===== src/hdl/osc_ctrl_pkg.sv =====
// Purpose: shared constants and types for the oscillator start-up delay control
// Assumes: one 25 MHz reference clock; oscillator edges arrive as enable pulses
// Notes: oscillator mode codes are local encodings of the configuration field
// Behaviour
// - In the three crystal modes a start-up count of 1024 oscillator cycles runs after power-on (after the power-up timer) or wake from sleep.
// - While the start-up count runs, the program counter is frozen and execution is suspended.
// - A wake from sleep skips the count when low-gain crystal mode, secondary oscillator enable 1, clock select 0 and the running flag 1 all hold.
// - The watchdog counter is held in reset during the start-up count and may count once it has expired.
// - A 10 us internal delay is inserted for internal, external-logic or RC sources on wake or power-on, for the crystal special case, and for a slow-internal to external-logic or RC switch.
// - A switch from an internal oscillator to any crystal mode completes a 1024-cycle start-up count before the new clock is used.
// - External logic clock mode takes the clock from the oscillator input pin and frees the second oscillator pin for general use.
// - External logic clock mode disables the start-up timer, so no count follows power-on or wake.
// - The logic is fully static, so a stopped clock halts it with all state kept and it resumes where it stopped.
// - The crystal mode selects amplifier gain: lowest for low, intermediate for medium, highest for high.
// - Low-gain crystal mode with the secondary oscillator enabled clocks the system and the secondary timer from one shared oscillator.
// - The clock select bit chooses the system clock between the external source and the internal oscillators.
// - Two internal sources exist: a fast one at 8 MHz and a slow one near 31 kHz.
// - With clock select 0 the oscillator mode comes from the configuration field, and the running flag reads 1 while running from the primary clock.
package osc_ctrl_pkg;

    localparam int unsigned CLK_HZ          = 25_000_000;
    localparam int unsigned STARTUP_CYCLES  = 1024;
    localparam int unsigned BIAS_DELAY_NS   = 10_000;
    localparam int unsigned CLK_PERIOD_NS   = 1_000_000_000 / CLK_HZ;
    // least time: round up
    localparam int unsigned BIAS_DELAY_CYC  = (BIAS_DELAY_NS + CLK_PERIOD_NS - 1) / CLK_PERIOD_NS;
    localparam int unsigned FAST_OSC_HZ     = 8_000_000;
    localparam int unsigned SLOW_OSC_HZ     = 31_000;

    // oscillator configuration field encodings
    typedef enum logic [2:0] {
        LOW_GAIN_CRYSTAL_MODE    = 3'h0,
        MEDIUM_GAIN_CRYSTAL_MODE = 3'h1,
        HIGH_GAIN_CRYSTAL_MODE   = 3'h2,
        EXTERNAL_LOGIC_CLOCK_MODE = 3'h3,
        INTERNAL_OSC_NOCLKOUT    = 3'h4,
        INTERNAL_OSC_CLKOUT      = 3'h5,
        RESISTOR_CAPACITOR_MODE  = 3'h6,
        RESISTOR_CAPACITOR_CLKOUT = 3'h7
    } osc_mode_t;

    // amplifier gain codes
    localparam logic [1:0] GAIN_OFF    = 2'h0;
    localparam logic [1:0] GAIN_LOW    = 2'h1;
    localparam logic [1:0] GAIN_MEDIUM = 2'h2;
    localparam logic [1:0] GAIN_HIGH   = 2'h3;

    // system clock source select codes
    localparam logic [1:0] SRC_PRIMARY   = 2'h0;
    localparam logic [1:0] SRC_FAST_INT  = 2'h1;
    localparam logic [1:0] SRC_SLOW_INT  = 2'h2;

    // events that start a delay
    typedef struct packed {
        logic power_on;
        logic wake;
        logic switch_req;
    } start_events_t;

    // status bundle
    typedef struct packed {
        logic       execution_enable;
        logic       startup_busy;
        logic       bias_busy;
        logic       primary_clock_running_flag;
    } osc_status_t;

endpackage


===== src/hdl/startup_counter.sv =====
// Purpose: counts oscillator-cycle enables up to a terminal count
// Assumes: start pulse and cycle enable are synchronous to clk_in
// Notes: restarts from zero on every start pulse
`timescale 1ns/1ps
`default_nettype none
module startup_counter #(
    parameter int unsigned TERMINAL = 1024
) (
    input  wire logic clk_in,
    input  wire logic rst_in,
    input  wire logic start_in,
    input  wire logic cycle_en_in,
    output logic      busy_out,
    output logic      done_out
);
    localparam int unsigned CW = $clog2(TERMINAL + 1);
    localparam logic [CW-1:0] TERM = CW'(TERMINAL);

    initial begin
        if (TERMINAL < 1) $error("terminal count must be at least one");
    end

    logic [CW-1:0] count_reg;
    logic          busy_reg;
    logic          done_reg;

    always_ff @(posedge clk_in) begin
        if (rst_in) begin
            count_reg <= '0;
            busy_reg  <= 1'b0;
            done_reg  <= 1'b0;
        end else if (start_in) begin
            count_reg <= '0;
            busy_reg  <= 1'b1;
            done_reg  <= 1'b0;
        end else begin
            done_reg <= 1'b0;
            if (busy_reg && cycle_en_in) begin
                if (count_reg == TERM - 1'b1) begin
                    count_reg <= '0;
                    busy_reg  <= 1'b0;
                    done_reg  <= 1'b1;
                end else begin
                    count_reg <= count_reg + 1'b1;
                end
            end
        end
    end

    assign busy_out = busy_reg;
    assign done_out = done_reg;
endmodule // startup_counter
`default_nettype wire


===== src/hdl/osc_startup_ctrl.sv =====
// Purpose: selects system clock source and holds execution through start-up delays
// Assumes: oscillator and watchdog edges come in as one-cycle enables on ref_clk_in
// Notes: a stopped reference clock freezes every register in place
`timescale 1ns/1ps
`default_nettype none
module osc_startup_ctrl #(
    parameter int unsigned STARTUP_COUNT = osc_ctrl_pkg::STARTUP_CYCLES,
    parameter int unsigned BIAS_CYCLES   = osc_ctrl_pkg::BIAS_DELAY_CYC
) (
    input  wire logic                      ref_clk_in,
    input  wire logic                      rst_in,
    input  wire osc_ctrl_pkg::osc_mode_t   oscillator_config_field_in,
    input  wire logic                      system_clock_select_in,
    input  wire logic                      fast_select_in,
    input  wire logic                      secondary_osc_enable_in,
    input  wire logic                      powerup_timer_enable_in,
    input  wire logic                      powerup_timer_done_in,
    input  wire logic                      sleep_in,
    input  wire logic                      wake_in,
    input  wire logic                      oscillator_input_pin_in,
    input  wire logic                      osc_cycle_en_in,
    input  wire logic                      watchdog_enable_in,
    output logic                           execution_enable_out,
    output logic                           pc_freeze_out,
    output logic                           watchdog_counter_reset_out,
    output logic                           watchdog_count_en_out,
    output logic                           primary_clock_running_flag_out,
    output logic [1:0]                     system_clock_source_out,
    output logic [1:0]                     amplifier_gain_out,
    output logic                           second_osc_pin_gpio_out,
    output logic                           ext_clock_from_pin_out,
    output logic                           secondary_timer_shared_out,
    output osc_ctrl_pkg::osc_status_t      status_out
);
    initial begin
        if (STARTUP_COUNT < 1) $error("start-up count must be at least one");
        if (BIAS_CYCLES < 1) $error("bias delay must be at least one cycle");
    end

    typedef enum logic [2:0] {
        ST_POR_WAIT = 3'b000,
        ST_STARTUP  = 3'b001,
        ST_BIAS     = 3'b010,
        ST_RUN      = 3'b011,
        ST_SLEEP    = 3'b100
    } ctrl_state_t;

    ctrl_state_t state_reg;
    ctrl_state_t state_next;

    localparam int unsigned BW = $clog2(BIAS_CYCLES + 1);
    localparam logic [BW-1:0] BIAS_TERM = BW'(BIAS_CYCLES);

    logic [BW-1:0] bias_count_reg;
    logic          primary_running_reg;
    logic          special_case_reg;
    logic          prev_select_reg;
    logic [1:0]    prev_source_reg;
    logic          startup_start;
    logic          startup_busy;
    logic          startup_done;
    logic          bias_start;
    logic          bias_done;
    logic          is_crystal;
    logic          is_ext_logic;
    logic [1:0]    source_now;

    // mode decode
    assign is_crystal   = (oscillator_config_field_in == osc_ctrl_pkg::LOW_GAIN_CRYSTAL_MODE)
                       || (oscillator_config_field_in == osc_ctrl_pkg::MEDIUM_GAIN_CRYSTAL_MODE)
                       || (oscillator_config_field_in == osc_ctrl_pkg::HIGH_GAIN_CRYSTAL_MODE);
    assign is_ext_logic = (oscillator_config_field_in == osc_ctrl_pkg::EXTERNAL_LOGIC_CLOCK_MODE);

    always_comb begin
        if (!system_clock_select_in) begin
            source_now = osc_ctrl_pkg::SRC_PRIMARY;
        end else if (fast_select_in) begin
            source_now = osc_ctrl_pkg::SRC_FAST_INT;
        end else begin
            source_now = osc_ctrl_pkg::SRC_SLOW_INT;
        end
    end

    startup_counter #(
        .TERMINAL (STARTUP_COUNT)
    ) u_startup (
        .clk_in      (ref_clk_in),
        .rst_in      (rst_in),
        .start_in    (startup_start),
        .cycle_en_in (osc_cycle_en_in),
        .busy_out    (startup_busy),
        .done_out    (startup_done)
    );

    assign bias_done = (state_reg == ST_BIAS) && (bias_count_reg == BIAS_TERM - 1'b1);

    // next state and delay launch
    always_comb begin
        state_next    = state_reg;
        startup_start = 1'b0;
        bias_start    = 1'b0;
        unique case (state_reg)
            ST_POR_WAIT: begin
                if (!powerup_timer_enable_in || powerup_timer_done_in) begin
                    // crystal counts, external logic does not
                    if (is_crystal && !system_clock_select_in) begin
                        state_next    = ST_STARTUP;
                        startup_start = 1'b1;
                    end else begin
                        state_next = ST_BIAS;
                        bias_start = 1'b1;
                    end
                end
            end
            ST_STARTUP: begin
                if (startup_done) begin
                    state_next = ST_RUN;
                end
            end
            ST_BIAS: begin
                if (bias_done) begin
                    state_next = ST_RUN;
                end
            end
            ST_RUN: begin
                if (sleep_in) begin
                    state_next = ST_SLEEP;
                end else if (prev_select_reg && !system_clock_select_in && is_crystal) begin
                    state_next    = ST_STARTUP;
                    startup_start = 1'b1;
                end else if (prev_source_reg == osc_ctrl_pkg::SRC_SLOW_INT && !system_clock_select_in
                             && !is_crystal) begin
                    state_next = ST_BIAS;
                    bias_start = 1'b1;
                end
            end
            ST_SLEEP: begin
                if (wake_in) begin
                    if (is_crystal && !system_clock_select_in && !special_case_reg) begin
                        state_next    = ST_STARTUP;
                        startup_start = 1'b1;
                    end else begin
                        state_next = ST_BIAS;
                        bias_start = 1'b1;
                    end
                end
            end
            default: begin
                state_next = ST_POR_WAIT;
            end
        endcase
    end

    always_ff @(posedge ref_clk_in) begin
        if (rst_in) begin
            state_reg <= ST_POR_WAIT;
        end else begin
            state_reg <= state_next;
        end
    end

    always_ff @(posedge ref_clk_in) begin
        if (rst_in || bias_start || state_reg != ST_BIAS) begin
            bias_count_reg <= '0;
        end else begin
            bias_count_reg <= bias_count_reg + 1'b1;
        end
    end

    // capture special case at sleep entry
    always_ff @(posedge ref_clk_in) begin
        if (rst_in) begin
            special_case_reg <= 1'b0;
        end else if (state_reg == ST_RUN && sleep_in) begin
            special_case_reg <= (oscillator_config_field_in == osc_ctrl_pkg::LOW_GAIN_CRYSTAL_MODE)
                             && secondary_osc_enable_in && !system_clock_select_in && primary_running_reg;
        end
    end

    always_ff @(posedge ref_clk_in) begin
        if (rst_in) begin
            primary_running_reg <= 1'b0;
        end else if (system_clock_select_in) begin
            primary_running_reg <= 1'b0;
        end else if (state_next == ST_RUN) begin
            primary_running_reg <= 1'b1;
        end
    end

    // previous selection for switch detection
    always_ff @(posedge ref_clk_in) begin
        if (rst_in) begin
            prev_select_reg <= 1'b0;
            prev_source_reg <= osc_ctrl_pkg::SRC_PRIMARY;
        end else if (state_reg == ST_RUN) begin
            prev_select_reg <= system_clock_select_in;
            prev_source_reg <= source_now;
        end
    end

    assign execution_enable_out = (state_reg == ST_RUN);
    assign pc_freeze_out        = (state_reg != ST_RUN);

    assign watchdog_counter_reset_out = startup_busy;
    assign watchdog_count_en_out      = watchdog_enable_in && !startup_busy;

    assign primary_clock_running_flag_out = primary_running_reg;
    assign system_clock_source_out        = source_now;

    always_comb begin
        unique case (oscillator_config_field_in)
            osc_ctrl_pkg::LOW_GAIN_CRYSTAL_MODE:    amplifier_gain_out = osc_ctrl_pkg::GAIN_LOW;
            osc_ctrl_pkg::MEDIUM_GAIN_CRYSTAL_MODE: amplifier_gain_out = osc_ctrl_pkg::GAIN_MEDIUM;
            osc_ctrl_pkg::HIGH_GAIN_CRYSTAL_MODE:   amplifier_gain_out = osc_ctrl_pkg::GAIN_HIGH;
            default:                                amplifier_gain_out = osc_ctrl_pkg::GAIN_OFF;
        endcase
    end

    // pin use in external logic mode
    assign second_osc_pin_gpio_out = is_ext_logic;
    assign ext_clock_from_pin_out  = is_ext_logic && !system_clock_select_in && oscillator_input_pin_in;

    assign secondary_timer_shared_out = (oscillator_config_field_in == osc_ctrl_pkg::LOW_GAIN_CRYSTAL_MODE)
                                     && secondary_osc_enable_in;

    assign status_out = '{execution_enable:           (state_reg == ST_RUN),
                          startup_busy:               startup_busy,
                          bias_busy:                  (state_reg == ST_BIAS),
                          primary_clock_running_flag: primary_running_reg};
endmodule // osc_startup_ctrl
`default_nettype wire


===== config.mk =====
export PLATFORM = sky130hd
export DESIGN_NAME = osc_startup_ctrl
export DESIGN_NICKNAME = d
export VERILOG_FILES = /design/src/hdl/osc_ctrl_pkg.sv /design/src/hdl/startup_counter.sv /design/src/hdl/osc_startup_ctrl.sv
export SDC_FILE = /design/constraint.sdc
export NUM_CORES = 1
export LEC_CHECK = 0
export BUFFER_PORTS_ARGS = -buffer_cell sky130_fd_sc_hd__buf_2
export CAP_MARGIN = 20
export CORE_AREA = 5 5 61 63
export CTS_BUF_LIST = sky130_fd_sc_hd__clkbuf_2
export CTS_CLUSTER_DIAMETER = 60
export DETAILED_ROUTE_END_ITERATION = 10
export DIE_AREA = 0 0 66 68
export HOLD_SLACK_MARGIN = 0.02
export PLACE_DENSITY_LB_ADDON = 0.05
export SLEW_MARGIN = 5
export SYNTH_ARGS = -nofsm -noshare
export SYNTH_HDL_FRONTEND = slang
export SYNTH_HIERARCHICAL = 1
export SYNTH_SLANG_ARGS = --single-unit

===== constraint.sdc =====
create_clock -name ref_clk_in -period 1.59 [get_ports ref_clk_in]
set_input_delay 0.0795 -clock ref_clk_in [delete_from_list [all_inputs] [get_ports ref_clk_in]]
set_output_delay 0.0795 -clock ref_clk_in [all_outputs]
set_load 0.05 [all_outputs]

* After elaboration in Yosys (flattened, before gate mapping)
Index checks and enable logic that the tools add are counted.
W data, S select, Z words.
** Storage, ports and cells
- Bits in registers :: 29
- Bits in latches :: 0
- Memories kept :: 0
- Word-level logic and storage cells :: 91
- ROM bits :: 0
- Output and inout port bits :: 16
- Memory bits (writable) :: 0
- Input bits :: 15
** Operators by class
- $mul :: 0
- Reduce and logical (&&, ||, !) cells :: 33
- $lt $le $gt $ge :: 0
- Divide/modulo/power cells :: 0
- Eq/ne operators :: 13
- Shift operators :: 0
- Add/subtract/negate cells :: 2
- Bitwise operators :: 1
- Muxes and demuxes :: 33
** Operators with widths (number)
- $mux W3 :: 7
- $mux W1 :: 17
- $eq A3 B2 Y1 const B :: 5
- $logic_and A1 B1 Y1 :: 15
- $pmux W3 S5 :: 1
- $add A11 B1 Y11 const B :: 1
- $eq A11 B10 Y1 const B :: 1
- $mux W11 :: 1
- $add A8 B1 Y8 const B :: 1
- $eq A8 B8 Y1 const B :: 1
- $mux W2 :: 4
- $eq A3 B1 Y1 const B :: 2
- $logic_not A3 Y1 :: 2
- $ne A3 B2 Y1 const B :: 2
- $pmux W1 S3 :: 2
- $pmux W2 S3 :: 1
- $logic_not A1 Y1 :: 5
- $logic_or A1 B1 Y1 :: 5
- $reduce_bool A2 Y1 :: 2
- $reduce_or A2 Y1 :: 2
- $eq A3 B3 Y1 const B :: 1
- $reduce_or A3 Y1 :: 1
- $eq A2 B2 Y1 const B :: 1
- $reduce_and A2 Y1 :: 1
- $not A1 Y1 :: 1

* Depth between registers and ports, before layout
Gate-level depths: netlist of run 1.
- Depth in word-level cells :: 11
- Mapped depth :: 8
- Mapped depth without buffers :: 7

* By module
The synthesis of run 1 kept the hierarchy.
** By module, submodules not included
- osc_startup_ctrl :: instances 1, cells an instance 108, area an instance 900.9 um^2, seq. area each 320.3 um^2
- startup_counter :: instances 1, cells an instance 63, area an instance 573.0 um^2, seq. area each 260.2 um^2

* Worst setup path after synthesis of run 1
OpenSTA, ideal clock, no wires.
- Kind :: input-to-reg
- Start :: in oscillator_config_field_in[1]
- End :: reg special_case_reg
- Path buffers :: 0
- Cell stages on the path :: 4
- Slack :: -701 ps
- Required time :: 1525 ps
- Library setup time :: 65 ps
- Data arrival time :: 2226 ps
- Cell sequence :: nor4b_1 > nor3b_1 > mux2i_1 > nor2_1
** Between the ends
- Cells in the longest elaborated chain, start to end :: 4
** RTL lines
- start, declared :: line osc_startup_ctrl.sv:12 : input wire osc_ctrl_pkg::osc_mode_t oscillator_config_field_in,
- $logic_not A3 Y1 :: line osc_startup_ctrl.sv:175 : special_case_reg <= (oscillator_config_field_in == osc_ctrl_pkg::LOW_GAIN_CRYSTAL_MODE)
- $logic_and A1 B1 Y1 (3 in series) :: line osc_startup_ctrl.sv:176 : && secondary_osc_enable_in && !system_clock_select_in && primary_running_reg;
- end signal, assigned :: line osc_startup_ctrl.sv:175
- end, declared :: line osc_startup_ctrl.sv:56 : logic special_case_reg;
Every way passes these cells.
A chain may end at the register's enable or synchronous reset.

* Worst setup path after layout of run 1
- Start :: reg state_reg[0]
- End :: reg u_startup.count_reg[2]
** Between the ends
- Cells in the longest elaborated chain, start to end :: 3
- Elaborated cells on any way between the ends :: 5
- Classes of those cells :: eq/ne: 2; mux: 1; reduce/logical: 2
** RTL lines
- start, declared :: line osc_startup_ctrl.sv:48 : ctrl_state_t state_reg;
- start signal, assigned :: line osc_startup_ctrl.sv:158 : state_reg <= state_next;
- $eq A3 B3 Y1 (tied with other cells) :: line osc_startup_ctrl.sv:102 : unique case (state_reg)
- $pmux W1 S3 (*) :: line osc_startup_ctrl.sv:102
- via startup_start :: line osc_startup_ctrl.sv:59 : logic startup_start;
- $reduce_or A2 Y1 (no line) (*)
- end signal, assigned :: line startup_counter.sv:44 : count_reg <= count_reg + 1'b1;
- end, declared :: line startup_counter.sv:23 : logic [CW-1:0] count_reg;
Mark *: on every way through the listed nets, which the timed path passes. The rest lies on a longest branch.

==> results of run 1 <==
## cells by family (layout without fill, tap and decap cells)
logic type,Yosys count,in the layout,synth area share
AND/OR/NAND/NOR,86,86,0.322
flip-flops,29,29,0.394
AO/OA/AOI/OAI,26,26,0.127
XOR/XNOR,13,13,0.0773
buffers and inverters,13,54,0.0475
adder cells (fa/ha/maj),3,3,0.0255
multiplexers,1,1,0.00679
## per-stage QoR
stage / std cells / hold WS (ps) / util / worst slack [ps]
2_1_floorplan: 171 / 152 / - / -98.9
3_3_place_gp: 245 / 359 / 0.536 / 24.8
5_1_grt: 258 / 58.5 / 0.580 / -45.6
6_report: 258 / 77.0 / 0.580 / 9.12
4_1_cts: 256 / 72.5 / 0.560 / 3.68
3_5_place_dp: 245 / 376 / 0.536 / -0.399
## how the worst min path moves through the flow
stage / slack (ps) / endpoint / from
after floorplan: 150 / u_startup/busy_out / rst_in
after detailed placement: 380 / prev_source_reg[1] / fast_select_in
after global routing: 60 / state_reg[2] / sleep_in
after CTS: 70 / state_reg[2] / sleep_in
final: 80 / state_reg[2] / sleep_in
after global placement: 360 / prev_source_reg[1] / fast_select_in
## worst max-delay path: cells and delay by family, from the launching register on
kind	cells	cell delay (ps)
AOI/OAI and AO/OA	1	150
DFF	1	420
and+or+nand+nor	5	820
buffers and inverters	1	100
## power groups by stage
stage,sequential (mW),clock (mW),combinational (mW)
3_3_place_gp,0.775,0,0.244
5_1_grt,0.763,0.394,0.296
2_1_floorplan,0.779,0,0.170
3_5_place_dp,0.776,0,0.248
4_1_cts,0.760,0.360,0.257
6_report,0.760,0.337,0.274
## cell usage after synthesis (2+ instances only)
master	n
a211oi_1	2
a21oi_1	9
and2_1	2
and3_1	2
and4_1	2
buf_2	2
buf_4	3
clkbuf_1	3
dfxtp_1	29
ha_1	3
inv_1	4
nand2_1	17
nand3_1	6
nand3b_1	3
nand4_1	4
nand4_2	2
nor2_1	24
nor2b_1	4
nor3b_1	2
nor4b_1	2
o21a_1	2
o21ai_0	3
or2_2	3
or3_1	3
xnor2_1	3
xor2_1	10
## timing repair
item                       CTS  global route
setup endpoints to repair   10            15
hold buffers                 4             0
resized for setup            1            18
buffers inserted             0             2
pin swaps                    0            11
hold endpoints to repair     4             0
## routing by layer
layer | routed length [µm] | GRT usage | up-vias
li1 | - | - | 681
met5 | 0 | 0 | -
met3 | 172 | 0.0542 | 4
met1 | 1430 | 0.181 | 612
met2 | 1670 | 0.279 | 26
met4 | 40 | 0.0533 | 0
## area by class of cell
cell class                      count  area, µm²
Inverter                            4       15.0
Multi-Input combinational cell    129        888
Sequential cell                    29        587
Fill cell                         308       1340
Clock buffer                        6       30.0
Tap cell                           46       57.6
Timing Repair Buffer               43        263
Clock inverter                      1       3.75
## layout by cell type, fill, tap and decap left out, drive strengths merged, types with 2 or more instances in the layout
cell type,Yosys,routed
a211oi,2,2
a21oi,9,9
a311oi,2,2
and2,2,2
and3,3,3
and4,2,2
buf,6,39
clkbuf,3,6
dfxtp,29,29
dlygate4sd3,0,4
ha,3,3
inv,4,4
nand2,18,18
nand3,6,6
nand3b,4,4
nand4,6,6
nor2,25,25
nor2b,4,4
nor3b,2,2
nor4b,2,2
o21a,2,2
o21ai,3,3
or2,3,3
or3,3,3
xnor2,3,3
xor2,10,10
==> reports/summary.txt, run 1 <==
CTS H-tree lvls = 2
Internal power = 942 µW
First-pass GRT wire length = 5510 µm
Tot Pwr = 1.37 mW
Critical path required time = 1840 ps
Die width = 66 µm
Sequential share of power = 0.555
Cts bufs inserted = 5
Net count, final = 230
Pin count of the biggest net entering global routing = 13
Antenna violations before repair = 0
DR WL/cell = 12.8 µm
Congestion Overflow GR = 0
DP HPWL = 2450 µm
Post-synth top area cell = dfxtp_1
DRT iter0 DRCs = 47
Area growth syn-to-layout = 25.1%
Power per cell area = 743 nW/µm²
Worst-skew pair later-pin latency = 340 ps
Asr flop ratio synth = 0
Vias per cell = 5.13
Worst-path fanout max = 6
Die Ht = 68 µm
CP cell instances = nand3b_4 -> or4b_1 -> o31a_2 -> inv_2 -> nor2_4 -> nand2_4 -> nor2_2
GRT Total Usage = 0.159
Startpoint types = register
Post-route ant nets = 0
Switching part of the total power = 0.313
Worst slew margin = 0.746
Worst-margin pin slew = 378 ps
Max Clock Skew = 7.10 ps
Critical path capture point type = register
Vias in the first global route = 1,276
Final min period = 1580 ps
R2r startpoint = state_reg[0]
Worst Reg-to-Reg Cells = 7
Largest cells by area after synthesis = dfxtp_1 (39%), nor2_1 (6.1%), xor2_1 (5.9%)
Ys flop type = dfxtp_1
Clock Path Buffers = 2
Flop-to-flop setup slack = 9 ps
RSZ-0062 raised after global routing = yes
Pleak = 0.770 nW
Placer Congestion = 0.798
Worst EP arrival = 1830 ps
Status = completed
Cell Area, Synth = 1470 µm²
Total negative slack = 0 ps
Combinational Power Share = 0.200
Cells after synthesis = 171
Final instance area = 1840 µm²
Max Freq = 0.633 GHz
Inserted Diodes = 0
EDFF count, synth = 0
Std cell rows = 21
IO Pins = 31
Switching power = 429 µW
Drt drc = 0
Synthesis Warnings = 6
Yosys cell types = 48
Via count = 1,323
R2r endpoint = u_startup/count_reg[2]
CTS tree = done
Max VDD drop = 0.502 mV
Min-Delay Path Class = input pin to register
Yosys reg bits = 29
Hold Fails Final Rpt = 0
Post-synthesis average cell area = 8.62 µm²
Max Cap Viol = 0
Root Driver = clkbuf_2
DIE AREA = 4490 µm²
Port bufs = 30
Share of layout cells above drive strength 1 = 0.344
Max-slew violations = 0
Crit path to = u_startup/count_reg[2]
Hold Path Stages = 3
Slowest CP cell = or4b_1
Seq/Total Area, Yosys = 0.394
Area after DPL = 1710 µm²
Core Region = 3180 µm²
Worst Setup SP = state_reg[0]
First-pass detailed-route iteration total = 4
Max FFs per register = 11
CTS clk-pin slew, worst paths = 140 ps
Initial core utilization = 0.464
Critical path type = register to register
Post-Route WL = 3310 µm
Clk sink count = 29
Synth top area share = 0.394
Final setup violation count = 0
Fin crit share = 0.994
CP peak stage delay = 500 ps
Syn nets = 189
Clock group share of total power = 0.246
No activity file was read; power rests on OpenSTA's default activity.
==> inputs of run 2 (changes only) <==
CORE_AREA = 5 5 52 73   (was 5 5 61 63)
DIE_AREA = 0 0 57 78   (was 0 0 66 68)
==> reports/summary.txt, run 2 (synthesis gave the netlist of run 1 again) <==
Status = completed
Post-route ant nets = 0 (unchanged)
Vias in the first global route = 1,318 (+3.3%)
Die Ht = 78 µm (+15%)
Finished Core Util = 0.605 (+0.0245)
Max-slew violations = 0 (unchanged)
Final setup violation count = 0 (unchanged)
DIE AREA = 4450 µm² (-0.94%)
Congestion Overflow GR = 0 (unchanged)
Root Driver = clkbuf_2
Max Clock Skew = 16.6 ps (+9.46 ps)
Final instance area = 1850 µm² (+0.41%)
CTS tree = done
Clock Path Buffers = 2 (unchanged)
Post-Route WL = 3260 µm (-1.6%)
Worst-skew pair later-pin latency = 350 ps (about the same)
Hold Fails Final Rpt = 0 (unchanged)
Most frequent cells in the layout = buf_2 (27), dfxtp_1 (26), nor2_1 (17), nand2_1 (17), buf_4 (13)
Pin count of the biggest net entering global routing = 13 (unchanged)
WHS = 58.4 ps (-18.6 ps)
CTS clk-pin slew, worst paths = 140 ps (about the same)
Worst-margin pin slew = 378 ps (-0.126 ps)
Commonest non-fill, non-tap cell in the layout = buf_2
Initial core utilization = 0.481 (+0.0176)
DRT iter0 DRCs = 13 (-72%)
RSZ-0062 raised after global routing = yes
Die width = 57 µm (-14%)
Area after DPL = 1730 µm² (+1.2%)
Net count, final = 232 (+0.87%)
Worst EP arrival = 1810 ps (-20 ps)
GRT Total Usage = 0.155 (-0.00411)
Share of layout cells above drive strength 1 = 0.346 (+0.00145)
Worst slew margin = 0.747 (+0.00139)
Critical path capture point type = register
Worst-path fanout max = 6 (unchanged)
Critical path required time = 1830 ps (about the same)
DR WL/cell = 12.9 µm (+0.34%)
Max VDD drop = 0.549 mV (+9.5%)
Final std cells w/o fill = 253 (-1.9%)
Worst setup slack after layout = 21.8 ps (+12.7 ps)
Cts bufs inserted = 5 (unchanged)
IO Pins = 31 (unchanged)
CTS H-tree lvls = 2 (unchanged)
Inserted Diodes = 0 (unchanged)
Total negative slack = 0 ps (unchanged)
Dpl ws = -11.7 ps (-11.3 ps)
Max Cap Viol = 0 (unchanged)
Antenna violations before repair = 0 (unchanged)
Power per cell area = 743 nW/µm² (about the same)
Placer Congestion = 0.859 (+7.6%)
First-pass detailed-route iteration total = 4 (unchanged)
Tot Pwr = 1.38 mW (+0.40%)
Pleak = 0.782 nW (+1.5%)
Min-Delay Path Class = input pin to register
Area growth syn-to-layout = 25.6%
Clk sink count = 29 (unchanged)
DP HPWL = 2550 µm (+3.9%)
Final min period = 1570 ps (-12.7 ps)
Core Region = 3060 µm² (-3.7%)
Max Freq = 0.638 GHz (+0.81%)
Fin crit share = 0.986 (-0.00799)
Startpoint types = register
Critical path type = register to register
Max FFs per register = 11 (unchanged)
Vias per cell = 5.40 (+5.3%)
Via count = 1,366 (+3.3%)
First-pass GRT wire length = 5480 µm (-0.51%)
Drt drc = 0 (unchanged)
Dpl cells = 242 (-1.2%)
Port bufs = 30 (unchanged)
Std cell rows = 24 (+14%)
==> run 2: cell types whose count changed in the layout (fill, tap and decap cells not counted) <==
cell       delta
buf_4         +2
a2111oi_1     +1
buf_2         -1
a2111oi_2     -1
buf_6         +1
==> run 2: cell type report <==
class	instances	area [µm²]
clock inverter	1	3.75
inverter	4	15.0
sequential	29	587
fill	312	1210
multi-input combinational	129	883
clock buffer	6	30.0
tap	39	48.8
timing repair buffer	45	284
==> run 2: final timing paths <==
check | from | endpoint | slack, ps | cells after the start
worst max register to register | state_reg[2] | u_startup/count_reg[7] | 20 | 7
worst min-delay path | sleep_in | state_reg[2] | 60 | 3
worst min register to register | u_startup/count_reg[10] | u_startup/count_reg[10] | 440 | 2
worst max-delay path | state_reg[2] | u_startup/count_reg[7] | 20 | 7
==> run 2: worst max-delay path, stage by stage, from the launching register on <==
cell and delay, ps:
dfxtp_2 360, nand3b_4 160, or4b_1 470, o31a_2 160
inv_2 100, nor2_4 40, nand2_4 120, nor2_1 60
==> run 2: routing by layer <==
layer	wire length (µm)	share of wire	track usage
met1	1240	0.38	0.145
met2	1750	0.54	0.291
met3	184	0.057	0.0465
met4	73	0.022	0.0835
met5	0	0	0
==> run 2: where the power goes <==
group          leakage, nW  internal (mW)  switching [mW]
logic                0.520          0.111           0.180
clock network       0.0265          0.103           0.225
registers            0.236          0.740          0.0178
==> run 2: timing repair <==
| action | in CTS | in global routing |
|---|---|---|
| endpoints found under the setup margin | 11 | 14 |
| endpoints found under the hold margin | 5 | 0 |
| hold buffers | 4 | 0 |
| pin swaps | 2 | 6 |
| buffers inserted | 0 | 0 |
| gates resized for setup | 3 | 17 |
==> inputs of run 3 (changes only) <==
CELL_PAD_IN_SITES_DETAIL_PLACEMENT = 1   (was default)
CELL_PAD_IN_SITES_GLOBAL_PLACEMENT = 1   (was default)
CORE_AREA = 5 5 60 83   (was 5 5 52 73)
DIE_AREA = 0 0 65 88   (was 0 0 57 78)
SKIP_LAST_GASP = 1   (was default)
==> reports/summary.txt, run 3 (synthesis gave the netlist of run 1 again) <==
Status = completed
Worst slew margin = 0.732 (-0.0155)
IO Pins = 31 (unchanged)
R2r startpoint = state_reg[2]
CP cell instances = nand3b_4 -> or4b_1 -> o31a_2 -> inv_2 -> nor2_4 -> nand2_4 -> nor2_1
Power per cell area = 755 nW/µm² (+1.6%)
Core Region = 4170 µm² (+36%)
Setup bufs post-CTS = 0 (unchanged)
Dpl cells = 247 (+2.1%)
DR WL/cell = 14.4 µm (+12%)
First-pass GRT wire length = 6590 µm (+20%)
Critical path type = register to register
Hold Path Stages = 2 (-1)
Max Clock Skew = 13.0 ps (-3.59 ps)
Pin count of the biggest net entering global routing = 13 (unchanged)
Buf/Inv on CP = 1 (unchanged)
Met1 Resource Use GR = 0.154 (+0.00878)
Die width = 65 µm (+14%)
Post-Route WL = 3740 µm (+15%)
DRT iter0 DRCs = 27 (+14)
Vias per cell = 5.22 (-3.4%)
Critical path capture point type = register
First-pass detailed-route iteration total = 4 (unchanged)
Grt peak-use layer = met2
Worst Hold Launch = rst_in
Fin crit share = 0.987 (about the same)
CTS clk-pin slew, worst paths = 140 ps (about the same)
Hold Fails Final Rpt = 0 (unchanged)
Multi-input gate area = 881 µm² (-0.28%)
Commonest non-fill, non-tap cell in the layout = buf_2
Die Ht = 88 µm (+13%)
Pleak = 0.773 nW (-1.1%)
R2r endpoint = u_startup/count_reg[7]
Top delay family on crit path = simple AND/OR/NAND/NOR gates
Inserted Diodes = 0 (unchanged)
Startpoint types = register
Max VDD drop = 0.248 mV (-55%)
CTS H-tree lvls = 2 (unchanged)
Worst Hold Endpoint = special_case_reg
Worst-skew pair later-pin latency = 360 ps (about the same)
Flop-to-flop setup slack = 20 ps (about the same)
Net count, final = 231 (-0.43%)
Dpl ws = -29.1 ps (-17.4 ps)
Total area of sequential cells = 587 µm² (unchanged)
Vias in the first global route = 1,457 (+11%)
Worst-margin pin slew = 399 ps (+21.1 ps)
Final min period = 1570 ps (+0.399 ps)
Antenna violations before repair = 0 (unchanged)
Max FFs per register = 11 (unchanged)
Most frequent cells in the layout = buf_2 (27), dfxtp_1 (26), nor2_1 (22)
CTS tree = done
Critical path required time = 1850 ps (+20 ps)
Worst setup slack after layout = 21.4 ps (-0.399 ps)
Max-slew violations = 0 (unchanged)
DIE AREA = 5720 µm² (+29%)
Final std cells w/o fill = 259 (+2.4%)
Area growth syn-to-layout = 26.5%
Cts bufs inserted = 5 (unchanged)
Std cell rows = 28 (+17%)
RSZ-0062 raised after global routing = yes
Max Freq = 0.638 GHz (about the same)
Via count = 1,351 (-1.1%)
Clk sink count = 29 (unchanged)
GRT Total Usage = 0.149 (-0.00559)
CP peak stage delay = 520 ps (+50 ps)
Met3 usage = 0.0449 (-0.00158)
Share of layout cells above drive strength 1 = 0.327 (-0.0187)
Slowest CP cell = or4b_1
# fillers = 524 (+68%)
Post-route ant nets = 0 (unchanged)
Port bufs = 30 (unchanged)
DP HPWL = 2900 µm (+14%)
Clock Path Buffers = 2 (unchanged)
Root Driver = clkbuf_2
Initial core utilization = 0.354 (-0.128)
Grt met2 use = 0.270 (-0.0206)
Drt drc = 0 (unchanged)
Min-Delay Path Class = input pin to register
Worst-path fanout max = 6 (unchanged)
Final setup violation count = 0 (unchanged)
Worst Reg-to-Reg Cells = 7 (unchanged)
Worst EP arrival = 1830 ps (+20 ps)
Congestion Overflow GR = 0 (unchanged)
Max Cap Viol = 0 (unchanged)
Placer Congestion = 0.772 (-10%)
[run 3: cell count changes in the layout (fill, tap and decap cells not counted), moves of 2 or more]
| cell | previous run | this run |
|---|---|---|
| nor2_1 | 17 | 22 |
| nor2_2 | 7 | 2 |
| buf_4 | 13 | 10 |
| buf_6 | 1 | 3 |
[run 3: worst register-to-register path: stages, from the launching register on]
cell      delay, ps
dfxtp_2         350
nand3b_4        150
or4b_1          520
o31a_2          160
inv_2           100
nor2_4           50
nand2_4         100
nor2_1           50
[run 3: metrics by stage]
step                total power, mW  utilization  hold slack, ps  TNS [ps]  area (µm²)
floorplan                     0.949            -             152     -1140        1510
global placement               1.04        0.414             366         0        1730
CTS                            1.42        0.432            24.1     -12.7        1800
finish                         1.41        0.447            66.4         0        1860
detailed placement             1.05        0.414             381      -118        1730
global route                   1.52        0.447            28.1      -397        1860
[run 3: worst max-delay path by stage]
| stage | from | slack, ps | to | cells after the start |
|---|---|---|---|---|
| 5_1_grt | state_reg[2] | -50 | u_startup/count_reg[7] | 7 |
| 3_5_place_dp | oscillator_config_field_in[0] | -30 | u_startup/count_reg[3] | 8 |
| 4_1_cts | state_reg[2] | -9 | status_out[1] | 5 |
| 2_1_floorplan | state_reg[0] | -100 | u_startup/count_reg[3] | 8 |
| 6_report | state_reg[2] | 20 | u_startup/count_reg[7] | 7 |
| 3_3_place_gp | oscillator_config_field_in[0] | 10 | u_startup/count_reg[5] | 8 |
[run 3: cell type report]
cell class | instances | share of cell area
tap | 45 | 0.0302
clock inverter | 3 | 0.00671
timing repair buffer | 44 | 0.152
clock buffer | 5 | 0.0134
multi-input combinational | 129 | 0.472
inverter | 4 | 0.0101
sequential | 29 | 0.315
[run 3: timing repair]
| item | CTS | global route |
|---|---|---|
| pin swaps | 5 | 6 |
| hold endpoints to repair | 3 | 1 |
| endpoints found under the setup margin | 7 | 17 |
| gates cloned | 0 | 0 |
| gates resized for setup | 3 | 17 |
| hold buffers | 3 | 1 |
[run 3: report_power, final]
group	internal, mW	switching (mW)
registers	0.741	0.0158
logic	0.115	0.186
clock network	0.0961	0.253
total	0.952	0.455
[run 3: layer usage]
metal	vias to the layer above	part of all wire
li1	681	-
met1	634	0.39
met2	28	0.54
met3	8	0.050
met4	0	0.019
met5	-	0
